`src/rtl/bsma_defines.svh`:
```
`ifndef BSMA_DEFINES_SVH
`define BSMA_DEFINES_SVH

`define BSMA_AW 8
`define BSMA_DW 32
`define BSMA_WORD_W 16
`define BSMA_PTR_W 24
`define BSMA_MADDR_W 23
`define BSMA_NCHAN 4
`define BSMA_NSRC 3
`define BSMA_DESTINATION_ENABLE_CHAN 2'h3

`define BSMA_OFF_CTRL 8'h00
`define BSMA_OFF_DIM 8'h04
`define BSMA_OFF_STATE 8'h08
`define BSMA_OFF_IRQ_STAT 8'h0C
`define BSMA_OFF_IRQ_MASK 8'h10
`define BSMA_OFF_PROGRESS 8'h14
`define BSMA_OFF_PTR 4'h2
`define BSMA_OFF_SKIP 4'h3
`define BSMA_OFF_PRELOAD 4'h4

`define BSMA_WIDTH_LSB 0
`define BSMA_WIDTH_W 6
`define BSMA_HEIGHT_LSB 6
`define BSMA_HEIGHT_W 10
`define BSMA_ENABLE_W 4
`define BSMA_DONE_BIT 0
`define BSMA_BUSY_BIT 0

`define BSMA_RST_ENABLE 4'h0
`define BSMA_RST_WORD 16'h0000
`define BSMA_RST_PTR 24'h00_0000
`define BSMA_RST_DATA 32'h0000_0000

`endif

```
`src/rtl/bsma_pad_note.sv`:
```
`timescale 1ns/1ns

```
`src/rtl/bsma_pkg.sv`:
```
`include "bsma_defines.svh"

package bsma_pkg;

  typedef enum logic [1:0] {
    BSMA_IDLE = 2'b00,
    BSMA_FETCH = 2'b01,
    BSMA_ADVANCE = 2'b10
  } bsma_phase_t;

  typedef struct packed {
    bsma_phase_t phase;
    logic [`BSMA_ENABLE_W-1:0] enable;
    logic [`BSMA_WIDTH_W-1:0] width;
    logic [`BSMA_HEIGHT_W-1:0] height;
    logic [`BSMA_WIDTH_W:0] col;
    logic [`BSMA_HEIGHT_W:0] row;
    logic [1:0] chan;
    logic [`BSMA_NSRC-1:0][`BSMA_WORD_W-1:0] preload;
    logic [`BSMA_NCHAN-1:0][`BSMA_WORD_W-1:0] skip;
    logic irq_stat;
    logic irq_mask;
    logic mem_req;
    logic mem_we;
    logic [`BSMA_MADDR_W-1:0] mem_addr;
    logic [`BSMA_WORD_W-1:0] mem_wdata;
    logic [`BSMA_DW-1:0] prdata;
  } bsma_state_t;

  typedef struct packed {
    logic [`BSMA_PTR_W-1:0] ptr;
  } bsma_chan_state_t;

endpackage : bsma_pkg

```
`src/rtl/bsma_chan_if.sv`:
```
`timescale 1ns/1ns
`include "bsma_defines.svh"

interface bsma_chan_if;
  logic load;
  logic [`BSMA_PTR_W-1:0] load_value;
  logic step;
  logic row_end;
  logic [`BSMA_WORD_W-1:0] skip;
  logic [`BSMA_PTR_W-1:0] ptr;

  modport chan (input load, input load_value, input step, input row_end, input skip, output ptr);
  modport seq (output load, output load_value, output step, output row_end, output skip, input ptr);
endinterface : bsma_chan_if

```
`src/rtl/bsma_chan.sv`:
```
`timescale 1ns/1ns
`include "bsma_defines.svh"

module bsma_chan (
  input wire logic sys_clk_in,
  input wire logic sys_rst_in,
  bsma_chan_if.chan chan_port
);
  import bsma_pkg::*;

  bsma_chan_state_t s_q;
  bsma_chan_state_t s_d;
  logic [`BSMA_PTR_W-1:0] skip_ext;

  // odd skip bit dropped, then widened with the sign
  assign skip_ext = {{(`BSMA_PTR_W-`BSMA_WORD_W){chan_port.skip[`BSMA_WORD_W-1]}},
                     chan_port.skip[`BSMA_WORD_W-1:1], 1'b0};

  always_comb begin
    s_d = s_q;
    if (chan_port.load) begin
      s_d.ptr = chan_port.load_value;
    end else if (chan_port.step) begin
      s_d.ptr = s_q.ptr + `BSMA_PTR_W'(2);
    end else if (chan_port.row_end) begin
      s_d.ptr = s_q.ptr + skip_ext;
    end
  end

  always_ff @(posedge sys_clk_in or posedge sys_rst_in) begin
    if (sys_rst_in) begin
      s_q.ptr <= `BSMA_RST_PTR;
    end else begin
      s_q <= s_d;
    end
  end

  assign chan_port.ptr = s_q.ptr;

endmodule : bsma_chan

```
`src/rtl/bsma_top.sv`:
```
`timescale 1ns/1ns
`include "bsma_defines.svh"

module bsma_top (
  input wire logic sys_clk_in,
  input wire logic sys_rst_in,
  input wire logic psel_in,
  input wire logic penable_in,
  input wire logic pwrite_in,
  input wire logic [`BSMA_AW-1:0] paddr_in,
  input wire logic [`BSMA_DW-1:0] pwdata_in,
  output logic pready_out,
  output logic [`BSMA_DW-1:0] prdata_out,
  output logic pslverr_out,
  output logic mem_req_out,
  output logic mem_we_out,
  output logic [`BSMA_MADDR_W-1:0] mem_addr_out,
  output logic [`BSMA_WORD_W-1:0] mem_wdata_out,
  input wire logic [`BSMA_WORD_W-1:0] mem_rdata_in,
  input wire logic mem_ack_in,
  output logic irq_out
);
  import bsma_pkg::*;

  bsma_pkg::bsma_state_t s_q;
  bsma_pkg::bsma_state_t s_d;

  bsma_chan_if ch_if[`BSMA_NCHAN]();

  logic [`BSMA_NCHAN-1:0][`BSMA_PTR_W-1:0] ptr_view;
  logic busy;

  // bus side
  logic setup_phase;
  logic access_phase;
  logic wr_access;
  logic [3:0] addr_group;
  logic [1:0] addr_chan;
  logic hit_ctrl;
  logic hit_dim;
  logic hit_state;
  logic hit_irq_stat;
  logic hit_irq_mask;
  logic hit_progress;
  logic hit_ptr;
  logic hit_skip;
  logic hit_preload;
  logic mapped;

  // walk side
  logic [`BSMA_WIDTH_W:0] width_total;
  logic [`BSMA_HEIGHT_W:0] height_total;
  logic last_col;
  logic last_row;
  logic mem_done;
  logic blit_done;
  logic done_clear;

  logic [`BSMA_DW-1:0] read_value;

  assign busy = (s_q.phase != BSMA_IDLE);

  // apb decode
  assign setup_phase = psel_in && !penable_in;
  assign access_phase = psel_in && penable_in;
  assign wr_access = access_phase && pwrite_in && mapped;
  assign addr_group = paddr_in[7:4];
  assign addr_chan = paddr_in[3:2];
  // one decode shared by reads, writes and the error response
  always_comb begin
    hit_ctrl = 1'b0;
    hit_dim = 1'b0;
    hit_state = 1'b0;
    hit_irq_stat = 1'b0;
    hit_irq_mask = 1'b0;
    hit_progress = 1'b0;
    hit_ptr = 1'b0;
    hit_skip = 1'b0;
    hit_preload = 1'b0;
    case (paddr_in)
      `BSMA_OFF_CTRL: begin
        hit_ctrl = 1'b1;
      end
      `BSMA_OFF_DIM: begin
        hit_dim = 1'b1;
      end
      `BSMA_OFF_STATE: begin
        hit_state = 1'b1;
      end
      `BSMA_OFF_IRQ_STAT: begin
        hit_irq_stat = 1'b1;
      end
      `BSMA_OFF_IRQ_MASK: begin
        hit_irq_mask = 1'b1;
      end
      `BSMA_OFF_PROGRESS: begin
        hit_progress = 1'b1;
      end
      default: begin
        hit_ctrl = 1'b0;
      end
    endcase
    // per-channel banks: four aligned words each, except three in the preload bank
    if (paddr_in[1:0] == 2'h0) begin
      case (addr_group)
        `BSMA_OFF_PTR: begin
          hit_ptr = 1'b1;
        end
        `BSMA_OFF_SKIP: begin
          hit_skip = 1'b1;
        end
        `BSMA_OFF_PRELOAD: begin
          // the destination owns no preload word, so its slot is a hole
          hit_preload = (addr_chan != `BSMA_DESTINATION_ENABLE_CHAN);
        end
        default: begin
          hit_ptr = 1'b0;
        end
      endcase
    end
  end
  assign mapped = hit_ctrl || hit_dim || hit_state || hit_irq_stat || hit_irq_mask
                  || hit_progress || hit_ptr || hit_skip || hit_preload;

  // zero-wait slave: read data is latched during setup
  assign pready_out = 1'b1;
  assign pslverr_out = access_phase && !mapped;
  assign prdata_out = s_q.prdata;

  // a zero field encodes the full count in the extra top bit
  assign width_total = {(s_q.width == `BSMA_WIDTH_W'(0)), s_q.width};
  assign height_total = {(s_q.height == `BSMA_HEIGHT_W'(0)), s_q.height};
  assign last_col = (s_q.col == width_total - `BSMA_WIDTH_W'(1) - 7'h00);
  assign last_row = (s_q.row == height_total - 11'h001);
  assign mem_done = (s_q.phase == BSMA_FETCH) && s_q.mem_req && mem_ack_in;
  assign blit_done = (s_q.phase == BSMA_ADVANCE) && last_col && last_row;
  assign done_clear = wr_access && hit_irq_stat && pwdata_in[`BSMA_DONE_BIT];

  // per-channel pointer units, all driven by the shared size counters
  for (genvar i = 0; i < `BSMA_NCHAN; i++) begin : g_chan
    // pointer writes are dropped while a blit runs to keep the walk coherent
    assign ch_if[i].load = wr_access && hit_ptr && (addr_chan == 2'(i)) && !busy;
    assign ch_if[i].load_value = pwdata_in[`BSMA_PTR_W-1:0];
    assign ch_if[i].step = mem_done && (s_q.chan == 2'(i));
    assign ch_if[i].row_end = (s_q.phase == BSMA_ADVANCE) && last_col && s_q.enable[i];
    assign ch_if[i].skip = s_q.skip[i];
    assign ptr_view[i] = ch_if[i].ptr;

    bsma_chan u_chan (
      .sys_clk_in(sys_clk_in),
      .sys_rst_in(sys_rst_in),
      .chan_port(ch_if[i])
    );
  end

  always_comb begin
    read_value = `BSMA_RST_DATA;
    if (hit_ctrl) begin
      read_value[`BSMA_ENABLE_W-1:0] = s_q.enable;
    end else if (hit_state) begin
      read_value[`BSMA_BUSY_BIT] = busy;
    end else if (hit_irq_stat) begin
      read_value[`BSMA_DONE_BIT] = s_q.irq_stat;
    end else if (hit_irq_mask) begin
      read_value[`BSMA_DONE_BIT] = s_q.irq_mask;
    end else if (hit_progress) begin
      read_value[`BSMA_WIDTH_W:0] = s_q.col;
      read_value[16+`BSMA_HEIGHT_W:16] = s_q.row;
    end else if (hit_ptr) begin
      read_value[`BSMA_PTR_W-1:0] = ptr_view[addr_chan];
    end else if (hit_preload) begin
      read_value[`BSMA_WORD_W-1:0] = s_q.preload[addr_chan];
    end
  end

  always_comb begin
    s_d = s_q;

    if (setup_phase) begin
      s_d.prdata = read_value;
    end

    // register writes
    if (wr_access) begin
      if (hit_ctrl && !busy) begin
        s_d.enable = pwdata_in[`BSMA_ENABLE_W-1:0];
      end

      if (hit_irq_mask) begin
        s_d.irq_mask = pwdata_in[`BSMA_DONE_BIT];
      end

      if (hit_skip && !busy) begin
        s_d.skip[addr_chan] = pwdata_in[`BSMA_WORD_W-1:0];
      end

      if (hit_preload && !busy) begin
        s_d.preload[addr_chan] = pwdata_in[`BSMA_WORD_W-1:0];
      end

      // a size write while busy is ignored rather than restarting mid-walk
      if (hit_dim && !busy) begin
        s_d.width = pwdata_in[`BSMA_WIDTH_LSB +: `BSMA_WIDTH_W];
        s_d.height = pwdata_in[`BSMA_HEIGHT_LSB +: `BSMA_HEIGHT_W];
        s_d.col = 7'h00;
        s_d.row = 11'h000;
        s_d.chan = 2'h0;
        s_d.phase = BSMA_FETCH;
      end
    end

    case (s_q.phase)
      BSMA_IDLE: begin
        s_d.mem_req = 1'b0;
        s_d.mem_we = 1'b0;
      end

      BSMA_FETCH: begin
        if (!s_q.enable[s_q.chan]) begin
          // skipped channel: no memory cycle, preload word stays in use
          if (s_q.chan == `BSMA_DESTINATION_ENABLE_CHAN) begin
            s_d.phase = BSMA_ADVANCE;
          end else begin
            s_d.chan = s_q.chan + 2'h1;
          end
        end else if (!s_q.mem_req) begin
          s_d.mem_req = 1'b1;
          s_d.mem_we = (s_q.chan == `BSMA_DESTINATION_ENABLE_CHAN);
          s_d.mem_addr = ptr_view[s_q.chan][`BSMA_PTR_W-1:1];
          // plain copy from the first source; no logic function here
          s_d.mem_wdata = s_q.preload[0];
        end else if (mem_ack_in) begin
          s_d.mem_req = 1'b0;
          s_d.mem_we = 1'b0;
          if (s_q.chan == `BSMA_DESTINATION_ENABLE_CHAN) begin
            s_d.phase = BSMA_ADVANCE;
          end else begin
            s_d.preload[s_q.chan] = mem_rdata_in;
            s_d.chan = s_q.chan + 2'h1;
          end
        end
      end

      BSMA_ADVANCE: begin
        s_d.chan = 2'h0;
        if (last_col) begin
          s_d.col = 7'h00;
          if (last_row) begin
            s_d.phase = BSMA_IDLE;
          end else begin
            s_d.row = s_q.row + 11'h001;
            s_d.phase = BSMA_FETCH;
          end
        end else begin
          s_d.col = s_q.col + 7'h01;
          s_d.phase = BSMA_FETCH;
        end
      end

      default: begin
        s_d.phase = BSMA_IDLE;
        s_d.mem_req = 1'b0;
        s_d.mem_we = 1'b0;
      end
    endcase

    // completion sets the flag even in the cycle software clears it
    if (blit_done) begin
      s_d.irq_stat = 1'b1;
    end else if (done_clear) begin
      s_d.irq_stat = 1'b0;
    end
  end

  always_ff @(posedge sys_clk_in or posedge sys_rst_in) begin
    if (sys_rst_in) begin
      s_q.phase <= BSMA_IDLE;
      s_q.enable <= `BSMA_RST_ENABLE;
      s_q.width <= 6'h00;
      s_q.height <= 10'h000;
      s_q.col <= 7'h00;
      s_q.row <= 11'h000;
      s_q.chan <= 2'h0;
      s_q.preload <= '0;
      s_q.skip <= '0;
      s_q.irq_stat <= 1'b0;
      s_q.irq_mask <= 1'b0;
      s_q.mem_req <= 1'b0;
      s_q.mem_we <= 1'b0;
      s_q.mem_addr <= 23'h00_0000;
      s_q.mem_wdata <= `BSMA_RST_WORD;
      s_q.prdata <= `BSMA_RST_DATA;
    end else begin
      s_q <= s_d;
    end
  end

  assign mem_req_out = s_q.mem_req;
  assign mem_we_out = s_q.mem_we;
  assign mem_addr_out = s_q.mem_addr;
  assign mem_wdata_out = s_q.mem_wdata;
  assign irq_out = s_q.irq_stat && s_q.irq_mask;

endmodule : bsma_top

```
`config.mk`:
```
export PLATFORM = sky130hd
export DESIGN_NAME = bsma_top
export DESIGN_NICKNAME = d
export VERILOG_FILES = /design/src/rtl/bsma_pad_note.sv /design/src/rtl/bsma_pkg.sv /design/src/rtl/bsma_chan_if.sv /design/src/rtl/bsma_chan.sv /design/src/rtl/bsma_top.sv
export VERILOG_INCLUDE_DIRS = /design/src /design/src/rtl
export SDC_FILE = /design/constraint.sdc
export NUM_CORES = 1
export LEC_CHECK = 0
export BUFFER_PORTS_ARGS = -buffer_cell sky130_fd_sc_hd__buf_4
export CORE_ASPECT_RATIO = 2
export CORE_MARGIN = 2
export CORE_UTILIZATION = 40
export CTS_BUF_LIST = sky130_fd_sc_hd__clkbuf_4
export DETAILED_ROUTE_END_ITERATION = 6
export PLACE_DENSITY = 0.53
export SYNTH_ARGS = -nofsm -noshare
export SYNTH_HDL_FRONTEND = slang
export SYNTH_SLANG_ARGS = --single-unit
```
`constraint.sdc`:
```
create_clock -name sys_clk_in -period 14 [get_ports sys_clk_in]
set_input_delay 2.1 -clock sys_clk_in [delete_from_list [all_inputs] [get_ports sys_clk_in]]
set_output_delay 2.1 -clock sys_clk_in [all_outputs]
set_load 0.1 [all_outputs]
```
-- Word level (Yosys, flattened, before mapping)
Cells that the tools add are included.
- register bits after elaboration: 320
- input port bits: 62
- logic and storage cells: 220
- output and inout bits: 76
- equality and inequality tests: 21
- muxes and demuxes: 86
- order comparisons: 4
- bitwise gates (word level): 2
- reductions and logical operators: 69
- $add $sub $neg: 13
- operators by type and width (kind ; number):
    2-to-1 mux 24 bit ; 14
    2-to-1 mux 154 bit ; 1
    2-to-1 mux 50 bit ; 3
    2-to-1 mux 48 bit ; 3
    adder 24 x 2 -> 24 bit (second input constant) ; 4
    adder 24 bit ; 4
    binary-select mux 24 bit (select 2 bit) ; 2
    bitwise mux 48 bit ; 2
    2-to-1 mux 16 bit ; 5
    2-to-1 mux 26 bit ; 3
    bitwise mux 64 bit ; 1
    demux 16 bit (select 2 bit) ; 2
    2-to-1 mux 64 bit ; 1
    2-to-1 mux 41 bit ; 1
    2-to-1 mux 39 bit ; 1
    2-to-1 mux 36 bit ; 1
    logical AND 1 bit ; 35
    binary-select mux 16 bit (select 2 bit) ; 1
    2-to-1 mux 23 bit ; 1
    2-to-1 mux 11 bit ; 2
    2-to-1 mux 1 bit ; 20
    2-to-1 mux 18 bit ; 1
    2-to-1 mux 2 bit ; 9
    == test 8 x 4 -> 1 bit (second input constant) ; 2
    37 further kinds ; 76

-- Depth between registers and ports, before layout
- depth after elaboration: 18
- depth in mapped cells: 18
- depth with buffers taken out: 16

-- Modules after synthesis
From an unflattened synthesis, not the netlist that was laid out.
- cell total of the unflattened synthesis: 2343
- area total of the unflattened synthesis: 22552.9 um^2
- modules (own cells, without submodules) (module ; seq. area each (um^2) ; area each (um^2) ; cells each ; instances):
    bsma_top ; 5605.4 ; 12396.9 ; 1125 ; 1
    bsma_chan at g_chan[0].u_chan ... ; 600.6 ; 2534.9 ; 305 ; 3
    bsma_chan at g_chan[1].u_chan ; 600.6 ; 2551.2 ; 303 ; 1

-- Worst setup path before layout
Ideal clock, no wire load.
- path type: input-to-output
- from: input paddr_in[2]
- to: output pslverr_out
- slack: 7844 ps
- required time: 11900 ps
- buffers on the path: 1
- arrival time: 4056 ps
- stages on the path: 5
- cell sequence: clkbuf_1 > nand2_1 > a21boi_0 > nor3_1 > nor2_1
- word-level cells in the longest chain between the ends: 12
- elaborated cells between the ends (all ways): 25
- classes of those cells: eq/ne (6); mux (8); reduce/logical (11)
- RTL lines (item ; RTL line ; text):
    start: declaration ; bsma_top.sv:10 ; input wire logic [`BSMA_AW-1:0] paddr_in,
    == test 8 x 3 -> 1 bit or zero test 8 bit (tied branches) ; bsma_top.sv:80 ; case (paddr_in)
    2-to-1 mux 1 bit ; bsma_top.sv:80 ;
    logical OR 1 bit (4 in series) ; bsma_top.sv:122 ; assign mapped = hit_ctrl || hit_dim || hit_state || hit_irq_stat || hit_irq_mask
    logical OR 1 bit (3 in series) ; bsma_top.sv:123 ; || hit_progress || hit_ptr || hit_skip || hit_preload;
    logical OR 1 bit (*) ; bsma_top.sv:123 ;
    zero test 1 bit (*) ; bsma_top.sv:127 ; assign pslverr_out = access_phase && !mapped;
    logical AND 1 bit (*) ; bsma_top.sv:127 ;
    end: declaration ; bsma_top.sv:14 ; output logic pslverr_out,
Mark *: on every way between the ends. The rest lies on a longest branch, timed or not.

-- Final worst setup path
Ends and elaborated chain as after synthesis.

==> key figures <==
Critical path
  – Worst setup SP type: input pin
  – Slowest-stage cell, CP: buf_4
  – Buf/Inv on CP: 2
  – Reg2reg end: g_chan[2].u_chan.chan_port.ptr[21]$_DFFE_PP0P_
  – CP Data Required Time: 11.90 ns
  – R2R setup slack: 8.64 ns
  – Crit-path cells: buf_4 > nand2_1 > a21boi_0 > nor3_1 > nor2_1 > buf_4
  – Worst R2R Path Depth: 16
  – Endpoint type of the worst setup path: output port
  – CP max FO: 33
  – CP Class: input pin to output port
  – Start of the worst register-to-register path: s_q[187]$_DFF_PP0_
  – Most used cell along the critical path: buf_4
  – CP delay by family, top: buffers and inverters
  – Critical Path End: pslverr_out
  – Worst path max stage delay: 0.51 ns
  – Worst path arrival time: 3.93 ns
  – Critical path depth: 6
  – Crit path launch: paddr_in[2]

Placement
  – Detailed placer's ending HPWL: 51600 um
  – IO Port Bufs: 123
  – Routability congestion estimate: 0.901

Clock tree
  – Root Buffer: clkbuf_4
  – Clk pin slew, worst setup/hold paths: 0.06 ns
  – Sink Count: 316
  – # resized after CTS: 0
  – CTS tree: done
  – CTS H-tree lvls: 3
  – Skew-Pair Late Insertion Delay: 0.84 ns
  – CTS Buf Count: 79
  – Hold-fix buffers, CTS: 0
  – Max Buffers Root-to-Sink: 3
  – Buffers inserted by post-CTS timing repair: 0

Global routing
  – Initial antenna violation count: 1
  – First-pass GRT wire length: 106000 um
  – Gr ovfl total: 0
  – Vias in the first global route: 17600
  – Tot GR Track Use: 25.7%
  – Largest net degree at the start of global routing: 122

STA
  – Max frequency: 166 MHz
  – Slew Viols, Final: 0
  – Worst rel slew slack: 18.5%
  – Fin crit period: 6.03 ns
  – Final Hold Viols: 0
  – Final clock period utilization by the worst path: 43.1%
  – Fin Setup TNS: 0 ns
  – Final setup viols: 0
  – Tightest Pin Transition: 1.22 ns
  – Worst Clk Skew: 0.0480 ns
  – RSZ-0062 raised after global routing: no

Detailed routing
  – 1st-iter DRT viols: 1014
  – Vias: 17200
  – Routed wire per std cell: 23.7 um
  – Antenna Nets Post-Route: 0
  – Vias per cell: 5.81
  – # DRC: 0
  – Routed WL: 70100 um
  – Router iterations before antenna repair: 5

Synthesis
  – Area leader, netlist: dfrtp_1
  – Syn Area/Cell: 9.52 um^2
  – Seq/Total Area, Yosys: 37.8%
  – Synthesis Warnings: 0
  – Top-area cell type share of the netlist area: 37.8%
  – Post-synth EDFFs: 0
  – Most common cell in the netlist: dfrtp_1
  – Register bit total from synthesis: 316
  – Largest cells by area after synthesis: dfrtp_1 (38%), mux2_2 (6.7%), ha_1 (6.1%), a21oi_1 (5.3%), mux4_2 (5.2%)
  – Gate Count Post-Synth: 2195
  – Post-synth top cells: dfrtp_1 (316), a21oi_1 (223), nor2_1 (219)
  – Synth Flop Type: dfrtp_1
  – Synth Cell Area: 20900 um^2
  – Synth unique cells: 77
  – Async set-reset flop share out of synthesis: 100%

Pwr
  – Total power: 2.07 mW
  – Leakage power: 11.2 nW
  – Power density over the cells: 90.3 nW/um^2
  – VDD IR-drop max: 0.0000461 V

Floorplan
  – Row cnt: 118
  – Die area: 54200 um^2
  – Core ar.: 51700 um^2
  – Boundary pin count: 138
  – Initial Utilization: 40.5%
  – Die Ht: 327 um
  – Die Width: 166 um

Worst hold path
  – HP Class: flop to flop

Layout
  – Ratio of cells with drive above 1 in the final layout: 20.7%
  – P&R area growth vs syn: 9.47%
  – Nets: 2411

Run status
  – Status: finished clean

Flow run
  – Maxcap violations: 0
==> worst min path at each step <==
stage | slack [ns] | cells after the start | from | to
after global routing | 0.50 | 2 | g_chan[0].u_chan.chan_port.ptr[0]$_DFFE_PP0P_ | g_chan[0].u_chan.chan_port.ptr[0]$_DFFE_PP0P_
final | 0.48 | 2 | g_chan[0].u_chan.chan_port.ptr[0]$_DFFE_PP0P_ | g_chan[0].u_chan.chan_port.ptr[0]$_DFFE_PP0P_
after CTS | 0.48 | 2 | g_chan[0].u_chan.chan_port.ptr[0]$_DFFE_PP0P_ | g_chan[0].u_chan.chan_port.ptr[0]$_DFFE_PP0P_
after global placement | 0.46 | 2 | g_chan[1].u_chan.chan_port.ptr[0]$_DFFE_PP0P_ | g_chan[1].u_chan.chan_port.ptr[0]$_DFFE_PP0P_
after floorplan | 0.44 | 2 | g_chan[2].u_chan.chan_port.ptr[0]$_DFFE_PP0P_ | g_chan[2].u_chan.chan_port.ptr[0]$_DFFE_PP0P_
after detailed placement | 0.47 | 2 | g_chan[0].u_chan.chan_port.ptr[0]$_DFFE_PP0P_ | g_chan[0].u_chan.chan_port.ptr[0]$_DFFE_PP0P_
==> metal layers <==
layer / GRT usage, % / share of wire [%] / vias up
met1: 26.6 / 36 / 8548
met2: 49.8 / 55 / 514
met3: 3.78 / 4.8 / 155
met5: 0 / 0 / -
li1: - / - / 7963
met4: 12.7 / 4.6 / 0
==> per-stage QoR <==
step | hold WS, ns | utilization [%] | cell area, um^2 | setup WS [ns] | cells
6_report | 0.478 | 44.3 | 22900 | 7.97 | 2958
4_1_cts | 0.483 | 44.3 | 22900 | 8.05 | 2955
3_3_place_gp | 0.463 | 42.5 | 21900 | 7.40 | 2822
5_1_grt | 0.501 | 44.3 | 22900 | 7.91 | 2956
2_1_floorplan | 0.441 | - | 20900 | 3.16 | 2199
3_5_place_dp | 0.469 | 42.5 | 21900 | 7.39 | 2822
==> power breakdown <==
group,switching [mW],leakage (nW),internal (mW)
Clock,0.405,0.574,0.379
Sequential,0.0411,4.34,0.935
Combinational,0.193,6.25,0.114
Total,0.640,11.2,1.43
==> area by class of cell <==
cell class | count | area (um^2)
inverter | 42 | 165
clock inverter | 16 | 61.3
tap | 660 | 826
timing repair buffer | 153 | 1150
clock buffer | 117 | 878
multi-input combinational | 1651 | 11900
antenna | 3 | 7.51
fill | 5090 | 28800
sequential | 316 | 7910
==> logic make-up (layout without fill, tap and decap cells) <==
family	count (synthesis)	count (layout)	share of synthesized area [%]
and+or+nand+nor	639	639	14.4
other	2	9	0.0359
DFF	316	316	37.8
adders and majority gates	106	106	6.49
AOI/OAI and AO/OA	551	551	15.9
xor gates and xnor gates	97	97	4.06
muxes	252	252	15.7
buffers and inverters	232	328	5.66
==> placed cells by master, fill, tap and decap left out, types with 12 or more instances in the layout <==
cell type	n
and3_1	23
ha_1	102
clkbuf_4	117
nand4_1	13
and2_1	57
o21bai_1	13
mux2i_1	80
a21o_1	42
xor2_1	29
buf_4	153
a21oi_1	223
nor3_1	31
nor2_1	213
o21a_1	13
mux4_2	48
inv_1	41
nand2_1	171
dfrtp_1	316
clkinv_1	12
nand3_1	37
o21ai_0	128
a31oi_1	28
nand2b_1	19
xnor2_1	68
mux2_2	124
or3_1	14
==> worst register-to-register path: stages (launching register included) <==
cell and delay (ns):
dfrtp_1 0.32, buf_4 0.48, inv_1 0.20, ha_1 0.29, nand2_1 0.59, nand2b_1 0.14
ha_1 0.25, fa_1 0.46, a211oi_1 0.29, o21a_1 0.28, a21boi_0 0.19, or4b_2 0.73
nand3_1 0.22, a211oi_1 0.15, o41ai_1 0.36, mux2i_1 0.24, nor3_1 0.07
Power figures use the tool's default switching activity.
